[src/tmr8_consts.vh]
// Constants for the dual 8-bit timer/event counter block.
// Assumes a 20 MHz system clock and byte-wide register access.
`ifndef TMR8_CONSTS_VH
`define TMR8_CONSTS_VH
`define TMR8_ADDR_PORT5_DIR 16'hFF25
`define TMR8_ADDR_CNT0 16'hFF20
`define TMR8_ADDR_CMP0 16'hFF21
`define TMR8_ADDR_CLK0 16'hFF22
`define TMR8_ADDR_MODE0 16'hFF2F
`define TMR8_ADDR_CNT1 16'hFF30
`define TMR8_ADDR_CMP1 16'hFF31
`define TMR8_ADDR_CLK1 16'hFF3E
`define TMR8_ADDR_MODE1 16'hFF3F
`define TMR8_RST_PORT5_DIR 8'hFF
`define TMR8_RST_ZERO 8'h00
`define TMR8_BIT_ENABLE 7
`define TMR8_BIT_PWM 6
`define TMR8_BIT_LVSET 3
`define TMR8_BIT_LVCLR 2
`define TMR8_BIT_INV 1
`define TMR8_BIT_OE 0
`define TMR8_BIT_PIN0 0
`define TMR8_CS_FALL 3'h0
`define TMR8_CS_RISE 3'h1
`define TMR8_CNT_MAX 8'hFF
`endif

[src/tmr8_timer.v]
// Top of the dual 8-bit timer/event counter with its byte register port.
// Assumes a single-cycle byte write/read port from the CPU, and a raw pin input.
`include "tmr8_consts.vh"
`timescale 1ns/1ps
`default_nettype none
module tmr8_timer (
  input wire clk,
  input wire nrst,
  input wire [15:0] regAddr,
  input wire regWr,
  input wire regRd,
  input wire [7:0] regWdata,
  output reg [7:0] regRdata_q,
  input wire eventPin,
  input wire portPinLatch,
  output wire timerOutPin,
  output wire timerOutEn,
  output wire match0Interrupt,
  output wire match1Interrupt
);
  reg rstMeta_q;
  reg rstSync_q;
  wire rstN;
  reg pinMeta_q;
  reg pinSync_q;
  reg pinPrev_q;
  reg [7:0] port5Dir_q;
  reg [7:0] cmp0_q;
  reg [7:0] cmp0Live_q;
  reg cmp0Pend_q;
  reg cmp0Late_q;
  reg [7:0] cmp1_q;
  reg [2:0] clk0Sel_q;
  reg [2:0] clk1Sel_q;
  reg [7:0] mode0_q;
  reg [7:0] mode1_q;
  reg outFf_q;
  reg pwmActive_q;
  wire [13:0] tick;
  wire [7:0] cnt0;
  wire [7:0] cnt1;
  wire match0;
  wire match1;
  wire ovf0;
  wire tick0;
  wire tick1;
  wire run0;
  wire run1;
  wire pwm0;
  wire cmp0Wr;
  wire [7:0] cmp0Use;
  wire [7:0] cnt0Next;

  // Reset is released through two flops so every register leaves reset on one edge.
  always @(posedge clk or negedge nrst)
  begin
    if (!nrst)
    begin
      rstMeta_q <= 1'b0;
      rstSync_q <= 1'b0;
    end
    else
    begin
      rstMeta_q <= 1'b1;
      rstSync_q <= rstMeta_q;
    end
  end
  assign rstN = rstSync_q;

  // The pin is asynchronous; edges are taken only from the second flop onward.
  always @(posedge clk or negedge rstN)
  begin
    if (!rstN)
    begin
      pinMeta_q <= 1'b0;
      pinSync_q <= 1'b0;
      pinPrev_q <= 1'b0;
    end
    else
    begin
      pinMeta_q <= eventPin;
      pinSync_q <= pinMeta_q;
      pinPrev_q <= pinSync_q;
    end
  end

  tmr8_prescaler uPresc (
    .clk(clk),
    .rstN(rstN),
    .tick(tick)
  );

  // Prescaled ticks are free running, so the first tick after enable can come up to
  // one count period late.
  function sel0Tick;
    input [2:0] sel;
    input [13:0] t;
    input rise;
    input fall;
    begin
      case (sel)
        `TMR8_CS_FALL: sel0Tick = fall;
        `TMR8_CS_RISE: sel0Tick = rise;
        3'h2: sel0Tick = t[0];
        3'h3: sel0Tick = t[1];
        3'h4: sel0Tick = t[3];
        3'h5: sel0Tick = t[5];
        3'h6: sel0Tick = t[7];
        default: sel0Tick = t[12];
      endcase
    end
  endfunction

  function sel1Tick;
    input [2:0] sel;
    input [13:0] t;
    begin
      case (sel)
        3'h2: sel1Tick = t[0];
        3'h3: sel1Tick = t[4];
        3'h4: sel1Tick = t[6];
        3'h5: sel1Tick = t[9];
        3'h6: sel1Tick = t[12];
        default: sel1Tick = 1'b0;
      endcase
    end
  endfunction

  assign tick0 = sel0Tick(clk0Sel_q, tick, pinSync_q & ~pinPrev_q, ~pinSync_q & pinPrev_q);
  assign tick1 = sel1Tick(clk1Sel_q, tick);
  assign run0 = mode0_q[`TMR8_BIT_ENABLE];
  assign run1 = mode1_q[`TMR8_BIT_ENABLE];
  assign pwm0 = mode0_q[`TMR8_BIT_PWM];
  assign cmp0Use = pwm0 ? cmp0Live_q : cmp0_q;
  assign cnt0Next = cnt0 + 8'h01;

  tmr8_channel uCh0 (
    .clk(clk),
    .rstN(rstN),
    .run(run0),
    .countTick(tick0),
    .freeRun(pwm0),
    .compare(cmp0Use),
    .count_q(cnt0),
    .match(match0),
    .overflow(ovf0)
  );

  // Timer 1 never runs free; PWM mode on it is not supported.
  tmr8_channel uCh1 (
    .clk(clk),
    .rstN(rstN),
    .run(run1),
    .countTick(tick1),
    .freeRun(1'b0),
    .compare(cmp1_q),
    .count_q(cnt1),
    .match(match1),
    .overflow()
  );

  assign match0Interrupt = match0;
  assign match1Interrupt = match1;
  assign cmp0Wr = regWr && (regAddr == `TMR8_ADDR_CMP0);

  always @(posedge clk or negedge rstN)
  begin
    if (!rstN)
    begin
      port5Dir_q <= `TMR8_RST_PORT5_DIR;
      cmp0_q <= `TMR8_RST_ZERO;
      cmp1_q <= `TMR8_RST_ZERO;
      clk0Sel_q <= 3'h0;
      clk1Sel_q <= 3'h0;
      mode0_q <= `TMR8_RST_ZERO;
      mode1_q <= `TMR8_RST_ZERO;
    end
    else if (regWr)
    begin
      case (regAddr)
        `TMR8_ADDR_PORT5_DIR: port5Dir_q <= regWdata | 8'hE6;
        `TMR8_ADDR_CMP0: cmp0_q <= regWdata;
        `TMR8_ADDR_CMP1: cmp1_q <= regWdata;
        `TMR8_ADDR_CLK0: clk0Sel_q <= regWdata[2:0];
        `TMR8_ADDR_CLK1: clk1Sel_q <= regWdata[2:0];
        `TMR8_ADDR_MODE0: mode0_q <= regWdata & 8'hC3;
        `TMR8_ADDR_MODE1: mode1_q <= regWdata & 8'hC0;
        default: mode1_q <= mode1_q;
      endcase
    end
  end

  // PWM compare buffer: a write arms a pending update; a write after the FFH edge
  // in the same period waits one more overflow.
  always @(posedge clk or negedge rstN)
  begin
    if (!rstN)
    begin
      cmp0Live_q <= `TMR8_RST_ZERO;
      cmp0Pend_q <= 1'b0;
      cmp0Late_q <= 1'b0;
    end
    else if (!pwm0)
    begin
      cmp0Live_q <= cmp0_q;
      cmp0Pend_q <= 1'b0;
      cmp0Late_q <= 1'b0;
    end
    else if (cmp0Wr)
    begin
      cmp0Pend_q <= 1'b1;
      cmp0Late_q <= run0 && (cnt0 == `TMR8_CNT_MAX);
    end
    else if (ovf0 && cmp0Pend_q)
    begin
      if (cmp0Late_q)
        cmp0Late_q <= 1'b0;
      else
      begin
        cmp0Live_q <= cmp0_q;
        cmp0Pend_q <= 1'b0;
      end
    end
  end

  // Output flip-flop: level bits act at write time and read back as zero.
  always @(posedge clk or negedge rstN)
  begin
    if (!rstN)
      outFf_q <= 1'b0;
    else if (regWr && regAddr == `TMR8_ADDR_MODE0 && !regWdata[`TMR8_BIT_PWM]
             && (regWdata[`TMR8_BIT_LVSET] ^ regWdata[`TMR8_BIT_LVCLR]))
      outFf_q <= regWdata[`TMR8_BIT_LVSET];
    else if (!pwm0 && match0 && mode0_q[`TMR8_BIT_INV])
      outFf_q <= ~outFf_q;
  end

  // The pulse ends on the tick that brings the counter to the compare value, so it spans N count clocks.
  always @(posedge clk or negedge rstN)
  begin
    if (!rstN)
      pwmActive_q <= 1'b0;
    else if (!run0 || !pwm0)
      pwmActive_q <= 1'b0;
    else if (ovf0)
      pwmActive_q <= (cmp0Use != 8'h00);
    else if (tick0 && (cnt0Next == cmp0Use))
      pwmActive_q <= 1'b0;
  end

  // Gating with the enable bit makes the stop take effect in the write cycle itself.
  assign timerOutPin = !mode0_q[`TMR8_BIT_OE] ? 1'b0 :
                       pwm0 ? ((pwmActive_q & run0) ^ mode0_q[`TMR8_BIT_INV]) :
                       outFf_q;
  assign timerOutEn = ~port5Dir_q[`TMR8_BIT_PIN0] & ~portPinLatch;

  always @(posedge clk or negedge rstN)
  begin
    if (!rstN)
      regRdata_q <= `TMR8_RST_ZERO;
    else if (regRd)
    begin
      case (regAddr)
        `TMR8_ADDR_PORT5_DIR: regRdata_q <= port5Dir_q & 8'h19;
        `TMR8_ADDR_CNT0: regRdata_q <= cnt0;
        `TMR8_ADDR_CMP0: regRdata_q <= cmp0_q;
        `TMR8_ADDR_CLK0: regRdata_q <= {5'h00, clk0Sel_q};
        `TMR8_ADDR_MODE0: regRdata_q <= mode0_q & 8'hC3;
        `TMR8_ADDR_CNT1: regRdata_q <= cnt1;
        `TMR8_ADDR_CMP1: regRdata_q <= cmp1_q;
        `TMR8_ADDR_CLK1: regRdata_q <= {5'h00, clk1Sel_q};
        `TMR8_ADDR_MODE1: regRdata_q <= mode1_q;
        default: regRdata_q <= `TMR8_RST_ZERO;
      endcase
    end
  end
endmodule // tmr8_timer
`default_nettype wire

[src/tmr8_prescaler.v]
// Free-running prescaler giving one-cycle ticks at fixed divisions.
// Assumes it runs from the synchronised reset of the top module.
`timescale 1ns/1ps
`default_nettype none
module tmr8_prescaler (
  input wire clk,
  input wire rstN,
  output wire [13:0] tick
);
  reg [12:0] div_q;
  reg [12:0] divPrev_q;
  genvar i;
  always @(posedge clk or negedge rstN)
  begin
    if (!rstN)
    begin
      div_q <= 13'h0000;
      divPrev_q <= 13'h0000;
    end
    else
    begin
      div_q <= div_q + 13'h0001;
      divPrev_q <= div_q;
    end
  end
  // Bit k (0 to 12) of tick pulses once every 2^(k+1) clocks; tick[0] is every other clock, tick[13] is every clock.
  assign tick[0] = divPrev_q[0] & ~div_q[0];
  generate
    for (i = 1; i < 13; i = i + 1)
    begin : gTick
      assign tick[i] = divPrev_q[i] & ~div_q[i];
    end
  endgenerate
  assign tick[13] = 1'b1;
endmodule // tmr8_prescaler
`default_nettype wire

[src/tmr8_channel.v]
// One 8-bit counter with compare match, clear and start.
// Assumes a one-cycle count strobe and a synchronised reset.
`include "tmr8_consts.vh"
`timescale 1ns/1ps
`default_nettype none
module tmr8_channel (
  input wire clk,
  input wire rstN,
  input wire run,
  input wire countTick,
  input wire freeRun,
  input wire [7:0] compare,
  output reg [7:0] count_q,
  output wire match,
  output wire overflow
);
  wire atMatch;
  assign atMatch = (count_q == compare);
  assign match = run & countTick & atMatch;
  assign overflow = run & countTick & (count_q == `TMR8_CNT_MAX);
  always @(posedge clk or negedge rstN)
  begin
    if (!rstN)
      count_q <= `TMR8_RST_ZERO;
    else if (!run)
      count_q <= `TMR8_RST_ZERO;
    else if (countTick)
    begin
      if (atMatch && !freeRun)
        count_q <= `TMR8_RST_ZERO;
      else
        count_q <= count_q + 8'h01;
    end
  end
endmodule // tmr8_channel
`default_nettype wire

[config.mk]
export PLATFORM = sky130hd
export DESIGN_NAME = tmr8_timer
export DESIGN_NICKNAME = d
export VERILOG_FILES = /design/src/tmr8_timer.v /design/src/tmr8_prescaler.v /design/src/tmr8_channel.v
export VERILOG_INCLUDE_DIRS = /design/src
export SDC_FILE = /design/constraint.sdc
export NUM_CORES = 1
export LEC_CHECK = 0
export ABC_AREA = 1
export BUFFER_PORTS_ARGS = -buffer_cell sky130_fd_sc_hd__buf_4
export CAP_MARGIN = 20
export CORE_MARGIN = 2
export CORE_UTILIZATION = 32
export CTS_BUF_LIST = sky130_fd_sc_hd__clkbuf_2 sky130_fd_sc_hd__clkbuf_4 sky130_fd_sc_hd__clkbuf_8
export DETAILED_ROUTE_END_ITERATION = 7
export GPL_ROUTABILITY_DRIVEN = 1
export PLACE_DENSITY = 0.48
export SLEW_MARGIN = 15
export SYNTH_ARGS = -nofsm -noshare
export SYNTH_HDL_FRONTEND = slang
export SYNTH_SLANG_ARGS = --single-unit
[constraint.sdc]
create_clock -name clk -period 3.3 [get_ports clk]
set_input_delay 0.165 -clock clk [delete_from_list [all_inputs] [get_ports clk]]
set_output_delay 0.165 -clock clk [all_outputs]
set_load 0.05 [all_outputs]
==> reports/metrics.cfg <==
[synthesis]
yosysSeqAreaShare = 0.458
yosys_warnings = 0
synth-seq-cells = 94
synth.cell_area_um2 = 5140
yosysMostFrequentCell = nand2_1
synth_cell_type_count = 39
synth_top_cell_by_area = dfrtp_1
synth_edf_count = 0
synth_top_flop_cell = dfrtp_1
async_flop_share = 1.00
synth_common_cells = nand2_1, dfrtp_1, inv_1
ys_top_cells_by_area = dfrtp_1, nand2_1, nand3_1, inv_1, xor2_1
synth_top_cell_area_share = 0.443
syn_nets = 683
synthCells = 650
synth.avg_cell_area_um2 = 7.91

[pwr]
power_w = 0.00200
p_leak_nw = 2.90
power.share.sequential = 0.585
internal_power_w = 0.00149
vdd_drop_max_uv = 197
switching_share = 0.252
power_density_nw_per_um2 = 338
clkPwrFrac = 0.365
p_sw_w = 0.000503
pwr-share-comb = 0.050

[final_layout]
layout.cells.non_filler = 922
fill_cells = 1735
drive_gt1_frac = 0.174
final_area_um2 = 5900
nets = 734
n_antenna_cell = 0
area_growth_pct = 14.7

[sta]
finalHoldViolations = 0
fmax_mhz = 400
maxSlewViolCount = 0
fin_hold_ws_ps = 27.6
period_minus_slack_ps = 2500
slew_headroom = 0.647
setup_violations = 0
rsz0062_at_grt = false
layout_worst_path_cycle_share = 0.758
fin_tns_setup_ps = 0
worst_clock_skew_ps = 6.77
tightest_slew_ps = 529

[grt]
grt_max_degree = 43
antenna_found_initial = 0
grt_pass1_vias = 4415
grt_usage = 0.181
overflow = 0
grt_pass1_wl_um = 23400

[route]
dr.pass1.iters = 5
dr_total_vias = 4364
wirelength_um = 14200
drt_iter0_markers = 168
detail_route.wl_per_cell_um = 15.4
avgViaCountPerCell = 4.73
antenna_left = 0
route.detailed.drc = 0

[clock_network]
cts_tree = built
clockRootBuffer = clkbuf_8
numClockSinks = 94
cts-resized-gates = 0
cts_buffers = 9
cts_hold_buf = 4
h-tree-depth = 3
clk_latency_ps = 370
clk_path_buf_depth = 2
cts.clk_slew.worst_paths_ps = 90
postCtsSetupRepairBufs = 0

[setup_path]
reg2reg_to = uCh0.count_q[6]
path_max_fanout = 13
reg2reg_slack_ps = 1370
endpoint_kind = output port
rr_worst_depth = 12
cp.required_ps = 3130
crit_type = flip-flop to output port
arrival_ps = 2340
r2r-start = mode0_q[6]
startpoint_type = flip-flop

[hold_path]
holdPathEnd = cmp0_q[7]
holdCritStartpoint = regWdata[7]
min_path_cells = 3
min_path_type = primary input to flip-flop

[die]
rows = 46
ios = 42
die_y_um = 131
die-area_um2 = 17100
start_util = 0.326
core_area_um2 = 15800
die_width_um = 131

[placed_design]
place_hpwl_um = 11200
placed_area_um2 = 5680
dp_cells = 902
place.gp.congestion = 0.852
io_buffers = 41

[job]
drv_cap = 0

[outcome]
outcome = finished clean

==> power groups by stage <==
stage	Combinational [W]	Clock, W	Sequential, W
6_report	0.0000999	0.000729	0.00117
5_1_grt	0.000111	0.000819	0.00117
4_1_cts	0.000102	0.000769	0.00117
3_5_place_dp	0.0000983	0	0.00119
3_3_place_gp	0.0000967	0	0.00119
2_1_floorplan	0.0000366	0	0.00120
==> cell type report <==
cell class              count  area [um2]  area share
well taps                 216         270      0.0458
clock inverters             5        42.5     0.00721
inverters                  74         278      0.0471
clock buffers              11         139      0.0235
repair buffers             48         370      0.0628
multi-input cells         474        2440       0.414
flip-flops and latches     94        2360       0.400
==> layer usage <==
layer / routed length [um] / vias up / global-route usage
met2: 6780 / 84 / 0.297
met4: 262 / 0 / 0.0563
met3: 586 / 16 / 0.0326
met5: 0 / - / 0
li1: - / 2197 / -
met1: 6600 / 2067 / 0.245
==> worst max-delay path, stage by stage, from the launching register on <==
cell and delay (ps):
dfrtp_1 530, buf_4 270, nand2_1 90, nand3_1 100, nand2_1 90, nor2_1 140
nand2_2 90, nor4_1 380, buf_4 270
==> worst max path at each step <==
stage                    start  slack (ps)  depth (start not counted)         endpoint
finish              mode0_q[6]         800                          8  match0Interrupt
global route        mode0_q[6]         580                          8  match0Interrupt
CTS                 mode0_q[6]         820                          8  match0Interrupt
detailed placement  mode0_q[6]        1250                          8  match0Interrupt
global placement    mode0_q[6]        1290                          8  match0Interrupt
floorplan                 rstN         490                          0     clk0Sel_q[0]
==> metrics by stage <==
stage                util  setup WS (ps)
floorplan               -            493
global placement    0.360           1290
detailed placement  0.360           1250
CTS                 0.374            817
global route        0.374            577
finish              0.374            798
==> cells by family after synthesis <==
kind of cell             Yosys count  share of synthesized area
buffers and inverters             82                     0.0671
AND/OR/NAND/NOR                  362                      0.328
multiplexers                       1                    0.00292
XOR/XNOR                          27                     0.0460
adder cells (fa/ha/maj)            3                    0.00730
flip-flops                        94                      0.458
AO/OA/AOI/OAI                     80                     0.0900
other                              1                   0.000729
==> placed cells by master, fill, tap and decap left out, drive strengths merged, types with 11 or more instances in the layout <==
cell type	n
xor2	24
nand2	215
dfrtp	91
inv	76
o21ai	61
clkbuf	11
o22ai	12
buf	44
nand3	58
nor3	11
nand4	15
nor2	55
==> flip-flops by register name, summed over array words and instances, names as in the netlist, 8 cells and up <==
register          count
uPresc.divPrev_q      9
cmp0Live_q            8
regRdata_q            8
cmp1_q                8
uCh1.count_q          8
uPresc.div_q         13
cmp0_q                8
uCh0.count_q          8
(Power assumes the default switching activity.)
